<file path="src/fap_pkg.sv">
// Shared constants and carriers for the four-pin auxiliary port.
// Assumes one core clock domain and an APB register bus with 32-bit data.
package fap_pkg;

  localparam int unsigned ADDR_W = 8;
  localparam int unsigned DATA_W = 32;
  localparam int unsigned PIN_W = 3;
  localparam int unsigned SYNC_STAGES = 2;

  // Register byte offsets
  localparam logic [ADDR_W-1:0] OFS_PIN = 8'h00;
  localparam logic [ADDR_W-1:0] OFS_LAT = 8'h04;
  localparam logic [ADDR_W-1:0] OFS_DIR = 8'h08;
  localparam logic [ADDR_W-1:0] OFS_CFG = 8'h0C;
  localparam logic [ADDR_W-1:0] OFS_IST = 8'h10;
  localparam logic [ADDR_W-1:0] OFS_IMSK = 8'h14;

  // Field positions of the direction and slave status register
  localparam int unsigned IBF_BIT = 7;
  localparam int unsigned OBF_BIT = 6;
  localparam int unsigned OVR_BIT = 5;
  localparam int unsigned MODE_BIT = 4;
  localparam int unsigned RSV_BIT = 3;

  // Interrupt event positions
  localparam int unsigned EVT_HWR = 0;
  localparam int unsigned EVT_HRD = 1;
  localparam int unsigned EVT_OVR = 2;
  localparam int unsigned EVT_W = 3;

  // Values after reset
  localparam logic [PIN_W-1:0] LAT_RST = 3'h0;
  localparam logic [PIN_W-1:0] DIR_RST = 3'h7;
  localparam logic [PIN_W-1:0] ANA_RST = 3'h7;
  localparam logic [EVT_W-1:0] MASK_RST = 3'h0;
  localparam logic CLR_FN_RST = 1'b1;

  typedef struct packed {
    logic psel;
    logic penable;
    logic pwrite;
    logic [ADDR_W-1:0] paddr;
    logic [DATA_W-1:0] pwdata;
  } fap_apb_req_t;

  typedef struct packed {
    logic pready;
    logic pslverr;
    logic [DATA_W-1:0] prdata;
  } fap_apb_rsp_t;

  typedef struct packed {
    logic host_wr_done;
    logic host_rd_done;
    logic cpu_in_read;
    logic cpu_out_write;
  } fap_psp_evt_t;

  typedef struct packed {
    logic enable;
    logic rd_n;
    logic wr_n;
    logic cs_n;
  } fap_psp_ctl_t;

endpackage

</file>
<file path="src/fap_sync.sv">
// Multi-bit flip-flop synchroniser chain for pin levels.
// Assumes each bit is an independent level; no word coherence is given.
`timescale 1ns/1ns
`default_nettype none
module fap_sync #(
  parameter int unsigned WIDTH = 4,
  parameter int unsigned STAGES = 2
) (
  input wire logic clk_i, // Core clock
  input wire logic rst_n_i, // Async reset, active low
  input wire logic [WIDTH-1:0] d_i, // Raw pin levels
  output logic [WIDTH-1:0] q_o // Synchronised levels
);
  logic [WIDTH-1:0] stage_r [STAGES];

  generate
    if (STAGES < 2) begin : g_chk
      $error("fap_sync needs at least two stages");
    end
  endgenerate

  // Only the next stage reads each stage but the last, which drives q_o; the first is never decoded
  always_ff @(posedge clk_i or negedge rst_n_i) begin
    if (!rst_n_i) begin
      for (int k = 0; k < STAGES; k++) begin
        stage_r[k] <= '0;
      end
    end else begin
      stage_r[0] <= d_i;
      for (int k = 1; k < STAGES; k++) begin
        stage_r[k] <= stage_r[k-1];
      end
    end
  end

  assign q_o = stage_r[STAGES-1];
endmodule
`default_nettype wire

</file>
<file path="src/fap_irq.sv">
// Sticky event status with write-one-to-clear, mask and one level interrupt.
// Assumes event pulses and write strobes are in the core clock domain.
`timescale 1ns/1ns
`default_nettype none
module fap_irq #(
  parameter int unsigned WIDTH = fap_pkg::EVT_W
) (
  input wire logic clk_i, // Core clock
  input wire logic rst_n_i, // Async reset, active low
  input wire logic [WIDTH-1:0] evt_i, // Event pulses
  input wire logic clr_we_i, // Status write strobe
  input wire logic mask_we_i, // Mask write strobe
  input wire logic [WIDTH-1:0] wdata_i, // Write data
  output logic [WIDTH-1:0] status_o, // Sticky status
  output logic [WIDTH-1:0] mask_o, // Mask, 1 enables
  output logic irq_o // Level interrupt
);
  import fap_pkg::*;

  logic [WIDTH-1:0] st_nxt;
  logic [WIDTH-1:0] msk_nxt;

  generate
    if (WIDTH < 1) begin : g_chk
      $error("fap_irq needs at least one event");
    end
  endgenerate

  // A new event beats a clear in the same cycle
  assign st_nxt = evt_i | (status_o & ~(clr_we_i ? wdata_i : '0));
  assign msk_nxt = mask_we_i ? wdata_i : mask_o;

  always_ff @(posedge clk_i or negedge rst_n_i) begin
    if (!rst_n_i) begin
      status_o <= '0;
      mask_o <= WIDTH'(MASK_RST);
      irq_o <= 1'b0;
    end else begin
      status_o <= st_nxt;
      mask_o <= msk_nxt;
      irq_o <= |(st_nxt & msk_nxt);
    end
  end
endmodule
`default_nettype wire

</file>
<file path="src/fap_top.sv">
// Auxiliary port: three two-way pins, one input-only pin, slave port status.
// Assumes an APB master on clk_i and an external slave-port engine that
// reports host and CPU buffer events as one-cycle pulses.
// Summary of operation
// - Large variant has four pins, three with individual direction control.
// - Pins set as analog read zero in the pin register; the slave strobes still follow their levels.
// - Direction 1 releases the driver; 0 drives the latch onto the pin.
// - Direction bits steer the drivers even when pins are analog.
// - After reset the three two-way pins are analog inputs.
// - Latch register reads back latch contents, not pin levels.
// - A driven pin reads its latch bit only when digital; set as analog it reads zero.
// - Fourth pin is input only; clear select 0 makes it digital input.
// - Small variant keeps only the input-only pin.
// - Input-only bit exists only with clear select 0; else reads zero.
// - Input full flag, bit 7, read only; set by host write.
// - Output full flag, bit 6, read only; clears once host reads.
// - Overrun, bit 5, set on write into full buffer; software clears.
// - Bit 4 selects slave port mode; bit 3 reads zero.
// - Reset clears status and mode bits and sets direction bits.
// - In slave mode with all three direction bits set, pins 0, 1, 2 become read, write and select strobes.
// - Slave mode is held off while the PWM block drives multiple outputs.
`timescale 1ns/1ns
`default_nettype none
module fap_top #(
  parameter int unsigned LARGE_PKG = 1, // 1: four-pin part, 0: one-pin part
  parameter int unsigned SYNC_STAGES = fap_pkg::SYNC_STAGES // Synchroniser depth
) (
  input wire logic clk_i, // Core clock, 25 MHz
  input wire logic rst_n_i, // Async reset, active low
  input wire fap_pkg::fap_apb_req_t apb_i, // APB request
  output fap_pkg::fap_apb_rsp_t apb_o, // APB response
  input wire logic [fap_pkg::PIN_W-1:0] pin_i, // Two-way pin levels
  output logic [fap_pkg::PIN_W-1:0] pin_o, // Two-way pin drive values
  output logic [fap_pkg::PIN_W-1:0] pin_oe_n_o, // Low while driving
  input wire logic input_only_pin_i, // Input-only pin level
  input wire logic clear_function_select_i, // Strap: 1 = master clear
  input wire logic pwm_multi_out_i, // PWM in dual or quad output mode
  input wire fap_pkg::fap_psp_evt_t psp_evt_i, // Slave port events
  output fap_pkg::fap_psp_ctl_t psp_ctl_o, // Slave port strobes
  output logic master_clear_req_o, // Master clear request
  output logic irq_o // Level interrupt
);
  import fap_pkg::*;

  localparam bit LARGE = (LARGE_PKG != 0);
  localparam int unsigned PAD_W = DATA_W - PIN_W - 1;
  localparam int unsigned HI_W = DATA_W - 8;
  // Strobes lag the pin by the synchroniser depth plus their own register
  localparam int SYNC_DLY_A = int'(SYNC_STAGES) + 1;

  generate
    if (LARGE_PKG > 1 || SYNC_STAGES < 2) begin : g_chk
      $error("fap_top: LARGE_PKG must be 0 or 1, SYNC_STAGES at least 2");
    end
  endgenerate

  function automatic logic hit(input logic [ADDR_W-1:0] a,
                               input logic [ADDR_W-1:0] o);
    return a == o;
  endfunction

  function automatic logic [DATA_W-1:0] pad3(input logic [PIN_W-1:0] v);
    return {{(DATA_W-PIN_W){1'b0}}, v};
  endfunction

  logic [PIN_W-1:0] lat_r;
  logic [PIN_W-1:0] dir_r;
  logic [PIN_W-1:0] ana_r;
  logic ibf_r;
  logic obf_r;
  logic ovr_r;
  logic mode_r;
  logic clr_fn_r;
  logic strap_done_r;
  logic master_clear_input_r;
  fap_psp_ctl_t ctl_r;
  fap_apb_rsp_t rsp_r;
  logic [PIN_W:0] pin_s;
  logic [EVT_W-1:0] ist;
  logic [EVT_W-1:0] imsk;

  fap_sync #(
    .WIDTH(PIN_W + 1),
    .STAGES(SYNC_STAGES)
  ) u_sync (
    .clk_i(clk_i),
    .rst_n_i(rst_n_i),
    .d_i({input_only_pin_i, pin_i}),
    .q_o(pin_s)
  );

  // Bus decode
  wire setup = apb_i.psel & ~apb_i.penable;
  wire access = apb_i.psel & apb_i.penable & rsp_r.pready;
  wire wr = access & apb_i.pwrite;
  wire [ADDR_W-1:0] adr = apb_i.paddr;
  wire [DATA_W-1:0] wd = apb_i.pwdata;
  wire sel_pin = hit(adr, OFS_PIN);
  wire sel_lat = hit(adr, OFS_LAT);
  wire sel_dir = hit(adr, OFS_DIR);
  wire sel_cfg = hit(adr, OFS_CFG);
  wire sel_ist = hit(adr, OFS_IST);
  wire sel_imsk = hit(adr, OFS_IMSK);
  wire mapped = sel_pin | sel_lat | sel_dir | sel_cfg | sel_ist | sel_imsk;
  // Latch and direction exist only on the large part
  wire wr_lat = wr & LARGE & (sel_pin | sel_lat);
  wire wr_dir = wr & LARGE & sel_dir;
  wire wr_cfg = wr & LARGE & sel_cfg;
  wire wr_ist = wr & sel_ist;
  wire wr_imsk = wr & sel_imsk;

  // Digital input paths; analog pins and absent pins read zero
  wire [PIN_W-1:0] dig_in = pin_s[PIN_W-1:0] & ~ana_r & {PIN_W{LARGE}};
  wire re3_in = pin_s[PIN_W] & ~clr_fn_r;

  // Slave port gating
  wire psp_ok = LARGE & mode_r & ~pwm_multi_out_i;
  wire strb_ok = psp_ok & (&dir_r);
  wire hwr = psp_evt_i.host_wr_done & psp_ok;
  wire hrd = psp_evt_i.host_rd_done & psp_ok;
  wire cin = psp_evt_i.cpu_in_read & psp_ok;
  wire cout = psp_evt_i.cpu_out_write & psp_ok;
  wire ovr_set = hwr & ibf_r;

  // Set wins over clear for every hardware flag
  wire ibf_nxt = hwr | (ibf_r & ~cin);
  wire obf_nxt = cout | (obf_r & ~hrd);
  wire ovr_nxt = ovr_set | (ovr_r & ~(wr_dir & ~wd[OVR_BIT]));
  wire mode_nxt = wr_dir ? wd[MODE_BIT] : mode_r;
  wire [PIN_W-1:0] dir_nxt = wr_dir ? wd[PIN_W-1:0] : dir_r;
  wire [PIN_W-1:0] lat_nxt = wr_lat ? wd[PIN_W-1:0] : lat_r;
  wire [PIN_W-1:0] ana_nxt = wr_cfg ? wd[PIN_W-1:0] : ana_r;

  // Read values
  wire [DATA_W-1:0] rd_pin = {{PAD_W{1'b0}}, re3_in, dig_in};
  wire [DATA_W-1:0] rd_lat = pad3(lat_r);
  wire [7:0] dir_byte = {ibf_r, obf_r, ovr_r, mode_r, 1'b0, dir_r};
  wire [DATA_W-1:0] rd_dir = LARGE ? {{HI_W{1'b0}}, dir_byte} : '0;
  wire [DATA_W-1:0] rd_cfg = pad3(ana_r);
  wire [DATA_W-1:0] rd_val =
    sel_pin ? rd_pin :
    sel_lat ? rd_lat :
    sel_dir ? rd_dir :
    sel_cfg ? rd_cfg :
    sel_ist ? {{(DATA_W-EVT_W){1'b0}}, ist} :
    sel_imsk ? {{(DATA_W-EVT_W){1'b0}}, imsk} : '0;

  wire [EVT_W-1:0] evt = {ovr_set, hrd, hwr};

  fap_irq #(
    .WIDTH(EVT_W)
  ) u_irq (
    .clk_i(clk_i),
    .rst_n_i(rst_n_i),
    .evt_i(evt),
    .clr_we_i(wr_ist),
    .mask_we_i(wr_imsk),
    .wdata_i(wd[EVT_W-1:0]),
    .status_o(ist),
    .mask_o(imsk),
    .irq_o(irq_o)
  );

  // Port state
  always_ff @(posedge clk_i or negedge rst_n_i) begin
    if (!rst_n_i) begin
      lat_r <= LAT_RST;
      dir_r <= DIR_RST;
      ana_r <= ANA_RST;
      ibf_r <= 1'b0;
      obf_r <= 1'b0;
      ovr_r <= 1'b0;
      mode_r <= 1'b0;
    end else begin
      lat_r <= lat_nxt;
      dir_r <= dir_nxt;
      ana_r <= ana_nxt;
      ibf_r <= ibf_nxt;
      obf_r <= obf_nxt;
      ovr_r <= ovr_nxt;
      mode_r <= mode_nxt;
    end
  end

  // Strap is caught on the first edge after release, never by the reset
  always_ff @(posedge clk_i or negedge rst_n_i) begin
    if (!rst_n_i) begin
      clr_fn_r <= CLR_FN_RST;
      strap_done_r <= 1'b0;
    end else if (!strap_done_r) begin
      clr_fn_r <= clear_function_select_i;
      strap_done_r <= 1'b1;
    end
  end

  // Strobes idle high unless the slave port is really in use
  always_ff @(posedge clk_i or negedge rst_n_i) begin
    if (!rst_n_i) begin
      ctl_r <= '{enable: 1'b0, rd_n: 1'b1, wr_n: 1'b1, cs_n: 1'b1};
      master_clear_input_r <= 1'b0;
    end else begin
      ctl_r.enable <= strb_ok;
      ctl_r.rd_n <= ~strb_ok | pin_s[0];
      ctl_r.wr_n <= ~strb_ok | pin_s[1];
      ctl_r.cs_n <= ~strb_ok | pin_s[2];
      master_clear_input_r <= clr_fn_r & ~pin_s[PIN_W];
    end
  end

  // Answer in the first access cycle; read data taken at the setup edge
  always_ff @(posedge clk_i or negedge rst_n_i) begin
    if (!rst_n_i) begin
      rsp_r <= '0;
    end else begin
      rsp_r.pready <= setup;
      rsp_r.pslverr <= setup & ~mapped;
      rsp_r.prdata <= setup ? rd_val : '0;
    end
  end

  // Driver state is the direction register itself, so analog pins still drive
  assign pin_o = lat_r;
  assign pin_oe_n_o = dir_r;
  assign psp_ctl_o = ctl_r;
  assign master_clear_req_o = master_clear_input_r;
  assign apb_o = rsp_r;

  wire rd_setup = setup & ~apb_i.pwrite;
endmodule
`default_nettype wire

</file>
<file path="config.mk">
export PLATFORM = sky130hd
export DESIGN_NAME = fap_top
export DESIGN_NICKNAME = d
export VERILOG_FILES = /design/src/fap_pkg.sv /design/src/fap_sync.sv /design/src/fap_irq.sv /design/src/fap_top.sv
export SDC_FILE = /design/constraint.sdc
export NUM_CORES = 1
export LEC_CHECK = 0
export ABC_AREA = 1
export ABC_CLOCK_PERIOD_IN_PS = 1500
export BUFFER_PORTS_ARGS = -buffer_cell sky130_fd_sc_hd__buf_4
export CAP_MARGIN = 10
export CORE_MARGIN = 8
export CORE_UTILIZATION = 46
export DETAILED_ROUTE_END_ITERATION = 8
export GPL_ROUTABILITY_DRIVEN = 0
export PLACE_DENSITY = 0.83
export SYNTH_ARGS = -nofsm -noshare
export SYNTH_HDL_FRONTEND = slang
export SYNTH_SLANG_ARGS = --single-unit
</file>
<file path="constraint.sdc">
create_clock -name clk_i -period 1.5 [get_ports clk_i]
set_input_delay 0.225 -clock clk_i [delete_from_list [all_inputs] [get_ports clk_i]]
set_output_delay 0.225 -clock clk_i [all_outputs]
set_load 0.02 [all_outputs]
</file>
==> results.sh, run 1 <==
export IMPL_grt_overflow_total=0
export IMPL_routed_wirelength_um=4470
export IMPL_clock_fmax_ghz=0.757
export IMPL_required_ns=1.68
export IMPL_cts_tree="done"
export IMPL_power_leakage_nw=1.29
export IMPL_core_area_um2=4350
export IMPL_fin_nets=338
export IMPL_grt_use_total_pct=12.8
export IMPL_vias=1568
export IMPL_ys_seq_area_share_pct=54.8
export IMPL_grt_start_max_net_pins=46
export IMPL_intPower_w=0.00183
export IMPL_cts_clk_slew_worst_paths_ns=0.08
export IMPL_fin_skew_ns=0.00824
export IMPL_rows=24
export IMPL_io_pins=101
export IMPL_wl_per_cell_um=13.3
export IMPL_crit_path_end_kind="register"
export IMPL_switchingPower_w=0.000578
export IMPL_seq_area_um2=1140
export IMPL_via_per_inst=4.67
export IMPL_final_common_cell="buf_4"
export IMPL_synth_edf_count=0
export IMPL_ir_drop_mv=0.599
export IMPL_ctsResizeCount=0
export IMPL_port_buffers=49
export IMPL_die_area_um2=6920
export IMPL_fin_crit_sh_pct=88.1
export IMPL_netlist_cell_type_count=28
export IMPL_p_comb_share_pct=10.2
export IMPL_final_antenna_net_count=0
export IMPL_powerDensity_nw_per_um2=936
export IMPL_drtIter0Drc=81
export IMPL_grt_pass1_wl_um=7270
export IMPL_ys_warn_count=0
export IMPL_finalHoldViolCount=0
export IMPL_die_y_um=83.2
export IMPL_synth_flop_cell="dfrtp_1"
export IMPL_rsz0062_at_grt="no"
export IMPL_max_cap_violations=0
export IMPL_cp_start_kind="register"
export IMPL_dr_pass1_iters=4
export IMPL_slew_headroom_pct=63.7
export IMPL_chipWidth_um=83.2
export IMPL_drc_errors=0
export IMPL_diodes=0
export IMPL_areaGrowthSynthToFinish_pct=23.6
export IMPL_clock_root_buffer="clkbuf_8"
export IMPL_p_clk_share_pct=37.6
export IMPL_async_flop_share_pct=100
export IMPL_worstPathArrival_ns=1.50
export IMPL_postCtsHoldBufs=1
export IMPL_post_cts_setup_buffers=0
export IMPL_finalSetupViolations=0
export IMPL_htree_levels=2
export IMPL_place_hpwl_um=3520
export IMPL_drive_gt1_share_pct=31.3
export IMPL_synth_seq_cells=45
export IMPL_slew_viol_final=0
export IMPL_min_path_type="input pin to register"
export IMPL_status="complete, no violations"
export IMPL_syn_inst=223
export IMPL_layout_common_cells="buf_4 (53), nand2_1 (46), dfrtp_1 (35), conb_1 (25), nand3_1 (19)"
export IMPL_avgSynthCellArea_um2=9.31
export IMPL_finalPower_w=0.00240
export IMPL_swShare_pct=24.0
export IMPL_clk_latency_ns=0.30
export IMPL_dp_cells=327
export IMPL_finalCriticalPeriod_ns=1.32
export IMPL_power_frac_seq_pct=52.2
export IMPL_finalNonFillerCells=336
export IMPL_path_class="register to register"
export IMPL_grt_pass1_vias=1600
export IMPL_fin_tns_setup_ns=0
export IMPL_pre_cts_slack_ns=0.117
export IMPL_cts_sinks=45
export IMPL_cts_max_path_buffers=2
export IMPL_multiInputGateArea_um2=766
export IMPL_worstPathMaxFanout=6
export IMPL_initial_core_util_pct=47.7
export IMPL_n_fill_cell=389
export IMPL_cts_buffers=5
export IMPL_antenna_found_initial=0
export IMPL_syn_area_um2=2080
export IMPL_fin_ws_ns=0.178
export IMPL_tightest_slew_ns=0.544
[area by class of cell]
cell class                      count  area share (%)
Multi-Input combinational cell    156            29.8
Timing Repair Buffer               54            15.9
Clock inverter                      2            1.51
Inverter                           21            3.07
Clock buffer                        6            2.83
Sequential cell                    45            44.3
Tap cell                           52            2.53
[kinds of logic after synthesis]
family,synth area share [%]
DFF,54.8
buffers and inverters,12.5
other,0.362
and+or+nand+nor,24.9
AOI/OAI and AO/OA,7.41
[path summary, 6_finish.rpt]
kind,start,end,slack (ns),cells past startpoint
setup / recovery,apb_o[33],u_irq.irq_o,0.18,7
hold / removal,pin_i[0],u_sync.stage_r[4],0.03,1
setup reg to reg,apb_o[33],u_irq.irq_o,0.18,7
hold reg to reg,u_sync.stage_r[4],u_sync.q_o[0],0.35,0
max in group asynchronous,rst_n_i,ana_r[0],0.66,2
min in group asynchronous,rst_n_i,apb_o[33],0.45,2
[sequential cells by signal, summed over array words and instances, names as in the netlist, 3 cells and up]
| register | count |
|---|---|
| psp_ctl_o | 4 |
| ana_r | 3 |
| u_irq.mask_o | 3 |
| u_sync.q_o | 4 |
| u_sync.stage_r | 4 |
| u_irq.status_o | 3 |
| apb_o | 10 |
| pin_o | 3 |
| pin_oe_n_o | 3 |
[cell usage after synthesis, drive strengths merged, types with 2 or more instances]
cell	n	area, um^2
conb	2	7.51
dfrtp	35	876
nor2	24	139
inv	21	78.8
dfstp	10	263
nand2	53	221
o21ai	17	88.8
a21oi	4	20.0
buf	24	180
nor3	3	26.3
o21bai	2	15.0
nand3	19	95.1
nor3b	3	22.5
[metrics by stage]
step	hold WS (ns)	instance area, um^2	utilization [%]
2_1_floorplan	-0.0706	2160	-
3_3_place_gp	0.247	2450	56.2
3_5_place_dp	0.254	2450	56.2
4_1_cts	0.0266	2570	59.0
5_1_grt	0.0181	2570	59.0
6_report	0.0298	2570	59.0
[power groups by stage]
stage / Combinational [W] / Clock (W) / Sequential [W]
after CTS: 0.000245 / 0.000924 / 0.00126
final: 0.000245 / 0.000903 / 0.00126
after floorplan: 0.000168 / 0 / 0.00128
after global routing: 0.000270 / 0.000975 / 0.00126
after global placement: 0.000238 / 0 / 0.00128
after detailed placement: 0.000243 / 0 / 0.00128
[layer usage]
metal / up-vias / GRT usage [%] / share of wire (%)
met1: 718 / 14.3 / 41
li1: 780 / - / -
met2: 64 / 21.9 / 50
met3: 6 / 5.18 / 8.4
met4: 0 / 3.35 / 1.1
met5: - / 0 / 0
[worst max-delay path, stage by stage, from the launching register on]
cell     delay, ns
dfrtp_1       0.36
nand4_1       0.21
inv_1         0.25
nand3_1       0.11
nand2_1       0.07
nand2_1       0.06
nand2_1       0.07
nand3_1       0.08
No activity file was read; power rests on OpenSTA's default activity.
==> run 2: changes to the inputs <==
- CORE_ASPECT_RATIO: default -> 1.1
==> run 2 against run 1 <==
  * Global-route usage is 1.1 points higher
  * Clock skew down 0.0018 ns
  * Routed wire length grew 1.9%
  * Sequential share of layout area down 0.13 points
  * Sequential power about the same
  * Combinational power is essentially flat
  * Via count increased by 2.3%
  * Register-to-register slack gained 0.04 ns
  * Die area is essentially flat
  * Clock-buffer cell count increased by 1
  * Critical endpoint is now ovr_r
  * First-iteration DRC count up 27%
==> results.sh, run 2 (synthesized netlist as in run 1, its figures left out) <==
export IMPL_routed_wirelength_um=4550
export IMPL_core_area_um2=4320
export IMPL_slew_headroom_pct=63.9
export IMPL_io_pins=101
export IMPL_finalHoldViolCount=0
export IMPL_chipWidth_um=80.1
export IMPL_fin_crit_sh_pct=85.5
export IMPL_die_y_um=86.5
export IMPL_grt_overflow_total=0
export IMPL_via_per_inst=4.75
export IMPL_layout_common_cells="buf_4 (53), nand2_1 (46), dfrtp_1 (35), conb_1 (25), nand3_1 (19)"
export IMPL_largest_reg_flops=10
export IMPL_p_comb_share_pct=10.1
export IMPL_grt_pass1_vias=1702
export IMPL_htree_levels=2
export IMPL_switchingPower_w=0.000559
export IMPL_p_clk_share_pct=38.2
export IMPL_final_common_cell="buf_4"
export IMPL_dr_pass1_iters=5
export IMPL_tightest_slew_ns=0.542
export IMPL_initial_core_util_pct=48.1
export IMPL_drive_gt1_share_pct=31.3
export IMPL_cp_start_kind="register"
export IMPL_multiInputGateArea_um2=766
export IMPL_finalSetupViolations=0
export IMPL_fin_skew_ns=0.00642
export IMPL_final_antenna_net_count=0
export IMPL_antenna_found_initial=0
export IMPL_cts_clk_slew_worst_paths_ns=0.08
export IMPL_fin_tns_setup_ns=0
export IMPL_seq_area_um2=1140
export IMPL_met2_length_um=2280
export IMPL_min_path_type="input pin to register"
export IMPL_port_buffers=49
export IMPL_clk_latency_ns=0.29
export IMPL_clock_root_buffer="clkbuf_8"
export IMPL_top_layer="met4"
export IMPL_vias=1604
export IMPL_n_fill_cell=386
export IMPL_met1Wirelength_um=1780
export IMPL_worstPathArrival_ns=1.47
export IMPL_clock_fmax_ghz=0.780
export IMPL_wl_per_cell_um=13.5
export IMPL_rows=25
export IMPL_finalPower_w=0.00243
export IMPL_status="complete, no violations"
export IMPL_finalCriticalPeriod_ns=1.28
export IMPL_swShare_pct=23.0
export IMPL_diodes=0
export IMPL_cts_buffers=5
export IMPL_fin_nets=338
export IMPL_crit_path_end_kind="register"
export IMPL_drtIter0Drc=103
export IMPL_die_area_um2=6920
export IMPL_grt_start_max_net_pins=46
export IMPL_ir_drop_mv=0.451
export IMPL_ctsResizeCount=0
export IMPL_areaGrowthSynthToFinish_pct=24.0
export IMPL_drc_errors=0
export IMPL_path_class="register to register"
export IMPL_cts_sinks=45
export IMPL_required_ns=1.69
export IMPL_power_leakage_nw=1.30
export IMPL_cts_max_path_buffers=2
export IMPL_intPower_w=0.00187
export IMPL_grt_use_total_pct=13.9
export IMPL_max_cap_violations=0
export IMPL_slew_viol_final=0
export IMPL_rsz0062_at_grt="no"
export IMPL_worstPathMaxFanout=9
export IMPL_wl_met3_um=434
export IMPL_power_frac_seq_pct=51.7
export IMPL_grt_pass1_wl_um=7690
export IMPL_cts_tree="done"
export IMPL_powerDensity_nw_per_um2=943
export IMPL_place_hpwl_um=3600
-- run 2: cell count changes in the layout (fill, tap and decap cells not counted) --
cell	delta
clkinv_4	-1
clkbuf_8	+1
-- run 2: final cells by class --
class,instances,area share (%)
flip-flops and latches,45,44.2
repair buffers,54,15.8
clock buffers,7,3.35
inverters,21,3.06
well taps,54,2.62
clock inverters,1,1.17
multi-input cells,156,29.7
-- run 2: metal layers --
| layer | up-vias | global-route usage [%] |
|---|---|---|
| li1 | 783 | - |
| met1 | 750 | 15.5 |
| met2 | 64 | 23.1 |
| met3 | 7 | 5.80 |
| met4 | 0 | 4.30 |
| met5 | - | 0 |
-- run 2: repair_timing --
action | CTS | global route
endpoints found under the hold margin | 35 | 0
buffers inserted | 0 | 0
endpoints found under the setup margin | 0 | 0
hold buffers | 1 | 0
-- run 2: worst paths after layout --
kind	startpoint	end	slack (ns)	cells after the start
worst min register to register	u_sync.stage_r[6]	u_sync.q_o[2]	0.35	0
min in group asynchronous	rst_n_i	obf_r	0.45	2
worst max-delay path	apb_o[33]	ovr_r	0.22	5
max in group asynchronous	rst_n_i	psp_ctl_o[2]	0.66	2
worst max register to register	apb_o[33]	ovr_r	0.22	5
worst min-delay path	input_only_pin_i	u_sync.stage_r[7]	0.04	1
-- run 2: worst max-delay path, stage by stage, from the launching register on --
cell,delay [ns]
dfrtp_1,0.35
nand4_1,0.20
inv_1,0.25
nand2_2,0.17
o21ai_1,0.15
nand2_1,0.06
-- run 2: through the flow --
| step | utilization, % | setup WS, ns | std cells | hold WS (ns) | instance area (um^2) |
|---|---|---|---|---|---|
| after global placement | 56.7 | 0.149 | 329 | 0.245 | 2450 |
| after CTS | 59.7 | 0.212 | 338 | 0.0270 | 2570 |
| final | 59.7 | 0.217 | 338 | 0.0355 | 2570 |
| after floorplan | - | 0.235 | 246 | -0.0706 | 2160 |
| after global routing | 59.7 | 0.0680 | 338 | 0.0170 | 2570 |
| after detailed placement | 56.7 | 0.111 | 329 | 0.251 | 2450 |
-- run 2: power groups by stage --
stage | Sequential [W] | Combinational [W] | Clock (W)
6_report | 0.00125 | 0.000245 | 0.000928
5_1_grt | 0.00126 | 0.000270 | 0.000994
4_1_cts | 0.00125 | 0.000245 | 0.000945
3_5_place_dp | 0.00128 | 0.000243 | 0
3_3_place_gp | 0.00128 | 0.000238 | 0
2_1_floorplan | 0.00128 | 0.000168 | 0
